===== config.mk =====
export PLATFORM = sky130hd
export DESIGN_NAME = iplr_top
export DESIGN_NICKNAME = d
export VERILOG_FILES = /design/src/iplr_pkg.sv /design/src/iplr_top.sv
export VERILOG_INCLUDE_DIRS = /design/src
export SDC_FILE = /design/constraint.sdc
export NUM_CORES = 1
export LEC_CHECK = 0
export ABC_CLOCK_PERIOD_IN_PS = 18350
export BUFFER_PORTS_ARGS = -buffer_cell sky130_fd_sc_hd__buf_2
export CORE_UTILIZATION = 30
export DETAILED_ROUTE_END_ITERATION = 10
export PLACE_DENSITY_LB_ADDON = 0.05
export SETUP_SLACK_MARGIN = 0.4
export SKIP_LAST_GASP = 1
export SYNTH_ARGS = -nofsm -noshare
export SYNTH_HDL_FRONTEND = slang
export SYNTH_SLANG_ARGS = --single-unit

===== constraint.sdc =====
create_clock -name clk -period 18.35 [get_ports clk]
set_clock_uncertainty 0.2 [all_clocks]
set_input_delay 1.835 -clock clk [delete_from_list [all_inputs] [get_ports clk]]
set_output_delay 1.835 -clock clk [all_outputs]
set_load 0.01 [all_outputs]

===== src/iplr_cfg.svh =====
/*
 * Offsets, field masks, reset values and priority encodings of the level
 * register bank. Assumes a 32-bit APB slave with one word per register.
 */
`ifndef IPLR_CFG_SVH
`define IPLR_CFG_SVH

// register indices of the level registers; the byte address is index x 4
`define IPLR_IDX_G21 20'h0F029
`define IPLR_IDX_G30 20'h0F02A
`define IPLR_IDX_G31 20'h0F02B
`define IPLR_IDX_G40 20'h0F02C
`define IPLR_IDX_G51 20'h0F02D
`define IPLR_IDX_G60 20'h0F02E
`define IPLR_IDX_STATUS 20'h0F02F

// implemented bits of each register
`define IPLR_MASK_G21 8'hC0
`define IPLR_MASK_G30 8'hFF
`define IPLR_MASK_G31 8'h30
`define IPLR_MASK_G40 8'h0F
`define IPLR_MASK_G51 8'h0F
`define IPLR_MASK_G60 8'hFF

`define IPLR_RESET 8'h00
`define IPLR_LEVEL_1 2'h0
`define IPLR_LEVEL_4 2'h3

`endif


===== src/iplr_pkg.sv =====
/*
 * Types shared by the level register bank.
 * Assumes iplr_cfg.svh supplies the numeric constants.
 */
`default_nettype none

package iplr_pkg;
    typedef struct packed {
        logic [19:0] paddr;
        logic pwrite;
        logic [31:0] pwdata;
    } iplr_apb_req_type;

    typedef enum logic [1:0] {
        IPLR_IDLE = 2'b00,
        IPLR_ACCESS = 2'b01
    } iplr_state_type;
endpackage : iplr_pkg

`default_nettype wire


===== src/iplr_top.sv =====
/*
 * Bank of six 8-bit priority level registers behind an APB slave, with a
 * per-source level output and an arbiter over the mapped sources.
 * Assumes a single 100 MHz clock, synchronous inputs, and a level control
 * enable and in-service level mask from the neighbouring controller.
 */
// Design decision made here: register access over APB.
// Operation
// - write access allowed only while level control enabled
// - writes ignored while control disabled
// - disabled read returns held contents
// - 2-bit field codes levels 1 to 4
// - registers 8 bits, reset to zero
// - group 2-1: field 7:6 only
// - group 3-0: four fields
// - group 3-1: field 5:4 only
// - group 4-0: fields 3:2, 1:0
// - group 5-1: fields 3:2, 1:0
// - group 6-0: four fields
// - highest level wins, then lowest source
// - refuse requests below in-service level
`timescale 1ns/1ps
`default_nettype none
`include "iplr_cfg.svh"

module iplr_top
    import iplr_pkg::*;
#(
    parameter int NSRC = 16
) (
    // clock and reset
    input wire logic clk,
    input wire logic resetn,
    // apb slave
    input wire logic psel,
    input wire logic penable,
    input wire logic pwrite,
    input wire logic [19:0] paddr,
    input wire logic [31:0] pwdata,
    output logic [31:0] prdata,
    output logic pready,
    output logic pslverr,
    // neighbouring controller
    input wire logic level_control_enable,
    input wire logic [3:0] in_service_level,
    input wire logic [NSRC-1:0] irq_req,
    // level and arbitration results
    output logic [2*NSRC-1:0] src_level,
    output logic grant_valid,
    output logic [4:0] grant_src
);

    localparam int NREG = 6;
    localparam logic [7:0] MASKS [NREG] = '{`IPLR_MASK_G21, `IPLR_MASK_G30, `IPLR_MASK_G31,
                                           `IPLR_MASK_G40, `IPLR_MASK_G51, `IPLR_MASK_G60};
    localparam logic [19:0] ADDRS [NREG] = '{`IPLR_IDX_G21, `IPLR_IDX_G30, `IPLR_IDX_G31,
                                            `IPLR_IDX_G40, `IPLR_IDX_G51, `IPLR_IDX_G60};
    localparam logic [19:0] STATUS_IDX = `IPLR_IDX_STATUS;

    iplr_apb_req_type req;
    iplr_state_type state_q;
    iplr_state_type state_d;
    logic [7:0] lvl_q [NREG];
    logic [NREG-1:0] hit;
    logic [NREG-1:0] wr_en;
    logic [7:0] rd_mux;
    logic status_hit;
    logic mapped;
    logic [31:0] prdata_d;
    logic [2*NSRC-1:0] levels;
    logic [1:0] floor_lvl;
    logic any_service;
    logic [NSRC-1:0] eligible;
    logic win_valid;
    logic [4:0] win_src;

    assign req = '{paddr: paddr, pwrite: pwrite, pwdata: pwdata};

    // register index decode
    function automatic logic [NREG-1:0] decode(input logic [19:0] a);
        logic [NREG-1:0] h;
        h = '0;
        for (int i = 0; i < NREG; i++) begin
            h[i] = (a == {ADDRS[i][17:0], 2'b00});
        end
        return h;
    endfunction : decode

    assign hit = decode(req.paddr);
    assign status_hit = (req.paddr == {STATUS_IDX[17:0], 2'b00});
    assign mapped = (|hit) | status_hit;
    wire access_cyc = psel & penable & (state_q == IPLR_ACCESS);

    always_comb begin
        state_d = state_q;
        unique case (state_q)
            IPLR_IDLE: if (psel && !penable) state_d = IPLR_ACCESS;
            IPLR_ACCESS: state_d = IPLR_IDLE;
            default: state_d = IPLR_IDLE;
        endcase
    end

    // level registers
    genvar g;
    generate
        for (g = 0; g < NREG; g++) begin : g_reg
            assign wr_en[g] = access_cyc & req.pwrite & hit[g] & level_control_enable;
            always_ff @(posedge clk or negedge resetn) begin
                if (!resetn) begin
                    lvl_q[g] <= `IPLR_RESET;
                end else if (wr_en[g]) begin
                    lvl_q[g] <= req.pwdata[7:0] & MASKS[g];
                end
            end
        end
    endgenerate

    // registers hold their last enabled contents, so disabled reads see them
    always_comb begin
        rd_mux = 8'h00;
        for (int i = 0; i < NREG; i++) begin
            if (hit[i]) rd_mux = lvl_q[i];
        end
    end
    assign prdata_d = status_hit ? {30'h0, req.pwrite, level_control_enable} : {24'h0, rd_mux};

    // per-source level map in source-number order
    assign levels = {
        lvl_q[5][7:6], lvl_q[5][5:4], lvl_q[5][3:2], lvl_q[5][1:0],
        lvl_q[4][3:2], lvl_q[4][1:0], lvl_q[3][3:2], lvl_q[3][1:0],
        lvl_q[2][5:4], lvl_q[1][7:6], lvl_q[1][5:4], lvl_q[1][3:2],
        lvl_q[1][1:0], lvl_q[0][7:6], 4'h0
    };

    // floor from the highest in-service level
    assign any_service = |in_service_level;
    assign floor_lvl = in_service_level[3] ? `IPLR_LEVEL_4 :
                       in_service_level[2] ? 2'h2 :
                       in_service_level[1] ? 2'h1 : `IPLR_LEVEL_1;

    generate
        for (g = 0; g < NSRC; g++) begin : g_elig
            assign eligible[g] = irq_req[g] &
                (!any_service || levels[2*g +: 2] >= floor_lvl);
        end
    endgenerate

    always_comb begin
        logic [1:0] best;
        best = `IPLR_LEVEL_1;
        win_valid = 1'b0;
        win_src = 5'h00;
        for (int i = 0; i < NSRC; i++) begin
            if (eligible[i] && level_control_enable &&
                (!win_valid || levels[2*i +: 2] > best)) begin
                win_valid = 1'b1;
                win_src = 5'(i);
                best = levels[2*i +: 2];
            end
        end
    end

    always_ff @(posedge clk or negedge resetn) begin
        if (!resetn) begin
            state_q <= IPLR_IDLE;
            prdata <= 32'h0000_0000;
            pready <= 1'b0;
            pslverr <= 1'b0;
            src_level <= '0;
            grant_valid <= 1'b0;
            grant_src <= 5'h00;
        end else begin
            state_q <= state_d;
            pready <= (state_d == IPLR_ACCESS);
            pslverr <= (state_d == IPLR_ACCESS) & ~(mapped);
            prdata <= (state_d == IPLR_ACCESS && !req.pwrite) ? prdata_d : 32'h0000_0000;
            src_level <= levels;
            grant_valid <= win_valid;
            grant_src <= win_src;
        end
    end

endmodule : iplr_top

`default_nettype wire


* Yosys cells after proc, flatten, opt, wreduce, memory -nomap -nowiden
Cells that the tools add are included.
Storage, ports and cells: bits in registers 74, latch bits 0, bits in writable memories 0, bits in read-only memories 0, input port bits 78, word-level logic and storage cells 225, memories 0
Operators by class: $add $sub $neg 0, multiply operators 0, div/mod/pow operators 0, $lt $le $gt $ge 29, equality and inequality tests 9, shift-type cells 0, multiplexer cells 57, bitwise operators 34, reduce and logical (&&, ||, !) cells 83
Operator list (number):
- $eq A20 B18 Y1 const B | 7
- $mux W8 | 8
- $mux W5 | 8
- $mux W2 | 19
- $logic_and A1 B1 Y1 | 33
- $and A1 B1 Y1 | 32
- $logic_or A1 B1 Y1 | 29
- $ge A2 B2 Y1 | 14
- $gt A2 B2 Y1 | 13
- $logic_not A1 Y1 | 18
- $mux W1 | 18
- $mux W3 | 4
- $reduce_or A6 Y1 | 1
- $eq A2 B1 Y1 const B | 2
- $reduce_or A4 Y1 | 1
- $ge A1 B2 Y1 const A | 1
- $gt A2 B1 Y1 const B | 1
- $logic_not A2 Y1 | 1
- $not A1 Y1 | 1
- $or A1 B1 Y1 | 1

* Logic depth before layout (Yosys ltp)
Gate-level depths: netlist (run 1).
depth after elaboration 67, gate-level depth with buffers 97, mapped depth without buffers 97

* Least setup slack after synthesis (run 1)
No wires, ideal clock.
kind input-to-reg, start in in_service_level[2], end reg grant_src[2], data arrival time 17.986 ns, data required time 18.032 ns, setup slack 0.046 ns, cell stages on the path 89, buffers on the path 0, path through nor2_1 > ha_1 > a211oi_1 > or2_2 > nor2_1 > ha_1 > nand2_1 > o21ai_0 > o311ai_0 > and2_1 > ha_1 > nor2b_1 > o21ai_0 > o31ai_1 > nor3b_1 > a31oi_1 > inv_1 > ha_1 > (+53 left out) > and2_1 > o21ai_0 > and2_1 > mux2_2 > ha_1 > a21oi_1 > o21ai_0 > inv_1 > nor3_1 > o2bb2ai_1 > ha_1 > inv_1 > a21oi_1 > a21oi_1 > o21ai_0 > and2_1 > nand3_1 > a21o_1
On the way: longest elaborated chain between the ends 66
Ends and longest elaborated chain:
- from (decl) | RTL line iplr_top.sv:45 | input wire logic [3:0] in_service_level,
- $mux W2 (no source line) (2 in series)
- $ge A1 B2 Y1 | RTL line iplr_top.sv:144 | (!any_service || levels[2*g +: 2] >= floor_lvl);
- $logic_or A1 B1 Y1 | RTL line iplr_top.sv:144
- $and A1 B1 Y1 | RTL line iplr_top.sv:143 | assign eligible[g] = irq_req[g] &
- $logic_and A1 B1 Y1 | RTL line iplr_top.sv:154 | if (eligible[i] && level_control_enable &&
- $mux W1 | RTL line iplr_top.sv:154
- $logic_not A1 Y1 | RTL line iplr_top.sv:155 | (!win_valid || levels[2*i +: 2] > best)) begin
- $logic_and A1 B1 Y1 | RTL line iplr_top.sv:154
- (+50 left out)
- $logic_or A1 B1 Y1 | RTL line iplr_top.sv:155
- $logic_and A1 B1 Y1 | RTL line iplr_top.sv:154
- $mux W2 or $mux W1 (tied branches) | RTL line iplr_top.sv:154
- $gt A2 B2 Y1 or $logic_not A1 Y1 (tied branches) | RTL line iplr_top.sv:155
- $logic_or A1 B1 Y1 | RTL line iplr_top.sv:155
- $logic_and A1 B1 Y1 | RTL line iplr_top.sv:154
- $mux W5 * | RTL line iplr_top.sv:154
- net win_src[2] | RTL line iplr_top.sv:75 | logic [4:0] win_src;
- to (signal assigned) | RTL line iplr_top.sv:179 | grant_src <= win_src;
- to (decl) | RTL line iplr_top.sv:50 | output logic [4:0] grant_src
The timed path passes the listed nets; every way through them passes the cells marked *. A chain may end at the register's enable or synchronous reset.

* Worst setup path after layout (run 1)
start in in_service_level[1], end reg grant_src[3]
On the way: longest elaborated chain between the ends 67
Ends and longest elaborated chain (RTL line):
- $mux W1 (no source line)
- $mux W2 (no source line) (2 in series)
- $ge A1 B2 Y1 | iplr_top.sv:144
- $logic_or A1 B1 Y1 | iplr_top.sv:144
- $and A1 B1 Y1 | iplr_top.sv:143
- $logic_and A1 B1 Y1 | iplr_top.sv:154
- $mux W1 | iplr_top.sv:154
- $logic_not A1 Y1 | iplr_top.sv:155
- (+51 left out)
- $logic_or A1 B1 Y1 | iplr_top.sv:155
- $logic_and A1 B1 Y1 | iplr_top.sv:154
- $mux W2 or $mux W1 (tied branches) | iplr_top.sv:154
- $gt A2 B2 Y1 or $logic_not A1 Y1 (tied branches) | iplr_top.sv:155
- $logic_or A1 B1 Y1 | iplr_top.sv:155
- $logic_and A1 B1 Y1 | iplr_top.sv:154
- $mux W5 * | iplr_top.sv:154
- net win_src[3] | iplr_top.sv:75
Marks and branches as above.

==> impl_metrics.ini, run 1 <==
[run_status]
outcome = completed

[clocking]
cts_root_buf = clkbuf_16
insertion_delay_ns = 0.33
clk_pin_slew_ns = 0.06
clock-sinks = 73
cts_max_path_buffers = 2
cts_tree = built
htreeDepth = 3
cts_buffers = 9

[yosys]
synth-edff-count = 0
synth_top_area_frac = 0.360
async_reset_ff_frac = 1.00
synth_largest_area_cell = dfrtp_1
ys_types = 69
ys_ff_latch = 73
synthFlopType = dfrtp_1
synthTopCellsByArea = dfrtp_1, ha_1, mux2_2, buf_4, nand2_1
avgSynthCellArea_um2 = 9.48
synth_area_mm2 = 0.00507
yosysSeqAreaShare = 0.360
syn-instance-count = 535
yosysWarnings = 0

[layout]
instances_no_fill = 940
antenna-diode-count = 0
drive_above_1_share = 0.440
area_growth_syn_to_layout_pct = 41.7
fin_area_mm2 = 0.00719
final_nets = 842
fill_cells = 1630

[detailed_routing]
drt-initial-drc-count = 272
first_pass_iters = 5
vias_per_cell = 4.98
remaining_drc_errors = 0
wl_per_cell_um = 17.4
wl_um = 16300
ant_nets = 0
via_count = 4678

[placement]
portBuffers = 96
gp_congestion = 0.828
placed_cell_area_mm2 = 0.00612
place_ws_ns = -1.03
hpwl_um = 12200
dp_cells = 898

[floorplanning]
dieArea_mm2 = 0.0174
die_h_um = 132
dieWidth_um = 132
placementRows = 47
start_util = 0.307
ios = 150
core_region_area_mm2 = 0.0165

[worst_hold_path]
hold_path.class = flip-flop to flip-flop

[power_and_ir_drop]
pwr-share-clk = 0.474
irDropWorstVdd_mv = 0.0559
p_leak_nw = 3.53
total_power_uw = 460
pwr-share-seq = 0.356
swShare = 0.236
p_switching_uw = 109
intPower_uw = 351
comb_power_share = 0.170
powerDensity_mw_per_mm2 = 64.0

[global_route]
groute.usage.overall = 0.188
grt-ovfl-total = 0
grt_pass1_vias = 4620
grt_max_degree = 74
grt_first_pass_wirelength_um = 25300
grt_antenna_before_repair = 0

[timing]
slew_headroom = 0.271
rsz0062_at_grt = true
drv_slew = 0
setup_viol = 0
max_freq_mhz = 57.3
period_share = 0.951
fin_ws_ns = 0.894
fin_crit_ns = 17.46
hold_violations = 0
tightestPinTransition_ns = 1.09
finalSetupTns_ns = 0

[critical_path]
critPathKind = input port to flip-flop
endpoint_kind = flip-flop
crit_path_max_fanout = 5
cp.required_ns = 18.35
critPathSlowestCell = a2111oi_4
slowest_delay_ns = 0.40
cp-start-kind = input port
cpMostUsedCell = ha_4
cp_data_arrival_time_ns = 17.45

[job]
cap_violations = 0
-- power groups by stage --
stage | clock [mW] | combinational, mW | sequential, mW
after floorplan | 0 | 0.0390 | 0.168
after global routing | 0.229 | 0.0866 | 0.164
after CTS | 0.223 | 0.0673 | 0.164
final | 0.218 | 0.0781 | 0.164
after global placement | 0 | 0.0628 | 0.167
after detailed placement | 0 | 0.0636 | 0.167
-- path summary, 6_finish.rpt --
kind | from | to | slack [ns] | depth (start not counted)
min in group asynchronous | resetn | prdata[0] | 1.43 | 1
max reg2reg | levels[5] | grant_src[3] | 2.19 | 88
max | in_service_level[1] | grant_src[3] | 0.89 | 91
max in group asynchronous | resetn | prdata[6] | 15.92 | 1
min | levels[10] | src_level[10] | 0.25 | 0
min reg2reg | levels[10] | src_level[10] | 0.25 | 0
-- synth_stat cells (all sizes together) (8+ instances only) --
master	n
mux2	31
dfrtp	73
nor2b	8
a21oi	27
inv	28
nand2	47
nand2b	16
a211oi	9
nand3	10
o21ai	27
ha	49
buf	32
nor3	16
nor2	41
and2	12
-- cells in the final DEF, fill, tap and decap left out, types with 7 or more instances in the layout --
cell type,netlist,final
mux2_2,30,28
ha_4,0,10
clkbuf_16,0,9
nand2_1,47,43
o21ai_0,26,13
ha_1,49,38
inv_1,28,25
and2_1,11,7
buf_4,31,81
nand3_1,10,8
a21oi_1,26,19
nor3_1,16,12
dfrtp_1,73,73
buf_2,1,93
a222oi_1,7,7
conb_1,1,30
nand2b_1,15,13
nor2_1,40,33
a21oi_2,1,8
o21ai_2,0,8
-- worst max-delay path, delay by kind of cell --
| kind | cells | cell delay [ns] |
|---|---|---|
| muxes | 2 | 0.64 |
| adders and majority gates | 15 | 4.10 |
| AOI/OAI and AO/OA | 37 | 5.81 |
| and+or+nand+nor | 31 | 4.17 |
| buffers and inverters | 6 | 0.85 |
-- layout make-up --
class | instances | area [um^2] | area share
Clock buffer | 11 | 253 | 0.0352
Clock inverter | 5 | 125 | 0.0174
Inverter | 28 | 105 | 0.0146
Multi-Input combinational cell | 426 | 3490 | 0.486
Sequential cell | 73 | 1830 | 0.254
Tap cell | 220 | 275 | 0.0383
Timing Repair Buffer | 177 | 1110 | 0.155
-- repair_timing --
action                                  4_1_cts  5_1_grt
gates resized for setup                      28       83
buffers inserted                             14       12
hold endpoints to repair                      0        0
hold buffers                                  0        0
gates cloned                                  0        0
pin swaps                                    10       61
endpoints found under the setup margin        4        4
-- sequential cells by signal, indices dropped and copies added (netlist names) --
name         flops
grant_src        4
pready           1
state_q          2
grant_valid      1
pslverr          1
prdata           8
src_level       28
levels          28
-- stage by stage --
stage | hold WS, ns | util
after floorplan | 0.188 | -
after global placement | 0.244 | 0.370
after detailed placement | 0.232 | 0.370
after CTS | 0.248 | 0.404
after global routing | 0.268 | 0.435
final | 0.247 | 0.435
-- logic make-up (layout without fill, tap and decap cells) --
family / after synthesis / in the layout / synth area share
simple gates: 186 / 186 / 0.186
compound gates: 126 / 126 / 0.184
flops: 73 / 73 / 0.360
buf+inv: 65 / 221 / 0.0713
fa+ha+maj: 50 / 50 / 0.123
mux: 34 / 34 / 0.0755
other cells: 1 / 30 / 0.000739
-- layer usage --
| metal | up-vias | part of all wire | global-route usage |
|---|---|---|---|
| met5 | - | 0 | 0 |
| li1 | 2268 | - | - |
| met2 | 109 | 0.49 | 0.317 |
| met1 | 2285 | 0.47 | 0.253 |
| met3 | 16 | 0.033 | 0.0250 |
| met4 | 0 | 0.015 | 0.0472 |
Note: power is estimated with default switching activity, not from simulation.
==> run 2, diff against run 1 <==
--- a/config.mk
+++ b/config.mk
@@ -10,7 +10,7 @@
 export BUFFER_PORTS_ARGS = -buffer_cell sky130_fd_sc_hd__buf_2
 export CORE_UTILIZATION = 30
 export DETAILED_ROUTE_END_ITERATION = 10
-export PLACE_DENSITY_LB_ADDON = 0.05
+export PLACE_DENSITY = 0.56
 export SETUP_SLACK_MARGIN = 0.4
 export SKIP_LAST_GASP = 1
 export SYNTH_ARGS = -nofsm -noshare
==> impl_metrics.ini, run 2 (synthesis results as in run 1) <==
[critical_path]
critPathKind = input port to flip-flop
cpMostUsedCell = ha_4
critPathSlowestCell = a2111oi_4
cp_data_arrival_time_ns = 17.37
r2r_cells = 91
endpoint_kind = flip-flop
crit_path_max_fanout = 5
cp.required_ns = 18.37
slowest_delay_ns = 0.41
cp-start-kind = input port

[placement]
place_ws_ns = -0.644
placed_cell_area_mm2 = 0.00611
hpwl_um = 11700
portBuffers = 96
gp_congestion = 0.868
dp_cells = 898

[run_status]
outcome = completed

[floorplanning]
ios = 150
dieWidth_um = 132
die_h_um = 132
dieArea_mm2 = 0.0174
placementRows = 47
start_util = 0.307
core_region_area_mm2 = 0.0165

[timing]
max_freq_mhz = 57.6
whs_ns = 0.255
slew_headroom = 0.278
setup_viol = 0
hold_violations = 0
finalSetupTns_ns = 0
period_share = 0.946
fin_crit_ns = 17.35
drv_slew = 0
tightestPinTransition_ns = 1.08
rsz0062_at_grt = false
fin_ws_ns = 0.996

[clocking]
clk_pin_slew_ns = 0.06
cts_root_buf = clkbuf_16
cts_max_path_buffers = 2
htreeDepth = 3
cts_buffers = 9
cts_tree = built
insertion_delay_ns = 0.33
ctsHoldBuffers = 0
clock-sinks = 73

[global_route]
grt_max_degree = 74
grt_antenna_before_repair = 0
grt_first_pass_wirelength_um = 23700
grt_pass1_vias = 4559
groute.usage.overall = 0.173
grt-ovfl-total = 0

[layout]
final_common_cell = buf_2
fin_area_mm2 = 0.00701
antenna-diode-count = 0
drive_above_1_share = 0.427
fill_cells = 1603
fin_util = 0.424
final_nets = 832
area_growth_syn_to_layout_pct = 38.3
final_cell_mix = buf_2, dfrtp_1, buf_4
instances_no_fill = 930

[detailed_routing]
vias_per_cell = 5.00
first_pass_iters = 6
drt-initial-drc-count = 276
via_count = 4646
wl_per_cell_um = 16.6
wl_um = 15400
ant_nets = 0
remaining_drc_errors = 0

[worst_hold_path]
hold_path.class = flip-flop to flip-flop
min_path_cells = 0

[power_and_ir_drop]
p_leak_nw = 3.44
irDropWorstVdd_mv = 0.0538
powerDensity_mw_per_mm2 = 57.2
total_power_uw = 401

[job]
cap_violations = 0
## run 2: cell count changes in the layout (fill, tap and decap cells not counted), moves of 2 or more
cell | before | now
a21oi_1 | 19 | 22
inv_2 | 3 | 1
o21ai_1 | 4 | 6
ha_4 | 10 | 14
inv_1 | 25 | 27
ha_1 | 38 | 34
clkinvlp_4 | 0 | 2
buf_4 | 81 | 70
a21oi_2 | 8 | 4
buf_2 | 93 | 96
clkinv_2 | 1 | 3
bufinv_16 | 4 | 0
## run 2: what timing repair did
action                                  in CTS  in global routing
resized for setup                           14                 87
gates cloned                                 0                  0
pin swaps                                    2                 58
endpoints found under the setup margin       4                  4
setup buffers                                1                 15
## run 2: cell type report
class / count / area (um^2) / share of cell area
well taps: 220 / 275 / 0.0393
repair buffers: 167 / 1020 / 0.145
inverters: 28 / 105 / 0.0150
clock inverters: 5 / 30.0 / 0.00428
clock buffers: 11 / 253 / 0.0360
multi-input cells: 426 / 3500 / 0.500
flip-flops and latches: 73 / 1830 / 0.261
## run 2: worst paths after layout
check | slack, ns | to | startpoint
max | 1.0 | grant_src[2] | in_service_level[1]
min | 0.25 | src_level[16] | levels[16]
max reg2reg | 2.20 | grant_src[2] | levels[4]
min reg2reg | 0.25 | src_level[16] | levels[16]
max in group asynchronous | 15.86 | levels[31] | resetn
min in group asynchronous | 1.52 | src_level[20] | resetn
## run 2: report_power, final
group	total (mW)	leakage [nW]	switching (mW)	internal [mW]
Sequential	0.164	1.01	0.000494	0.163
Combinational	0.0754	2.29	0.0423	0.0331
Clock	0.161	0.137	0.0635	0.0979
## run 2: per-layer routing
metal	share of wire	GRT usage	routed length [um]	vias to the layer above
met2	0.50	0.298	7740	143
met1	0.45	0.227	6880	2252
met3	0.043	0.0273	667	13
met4	0.0098	0.0375	152	0
li1	-	-	-	2238
met5	0	0	0	-
## run 2: worst max-delay path: cells and delay by family
kind / cells / cell delay, ns
AOI/OAI and AO/OA: 39 / 6.38
adders and majority gates: 14 / 3.67
and+or+nand+nor: 28 / 3.51
muxes: 3 / 0.98
buffers and inverters: 8 / 0.95
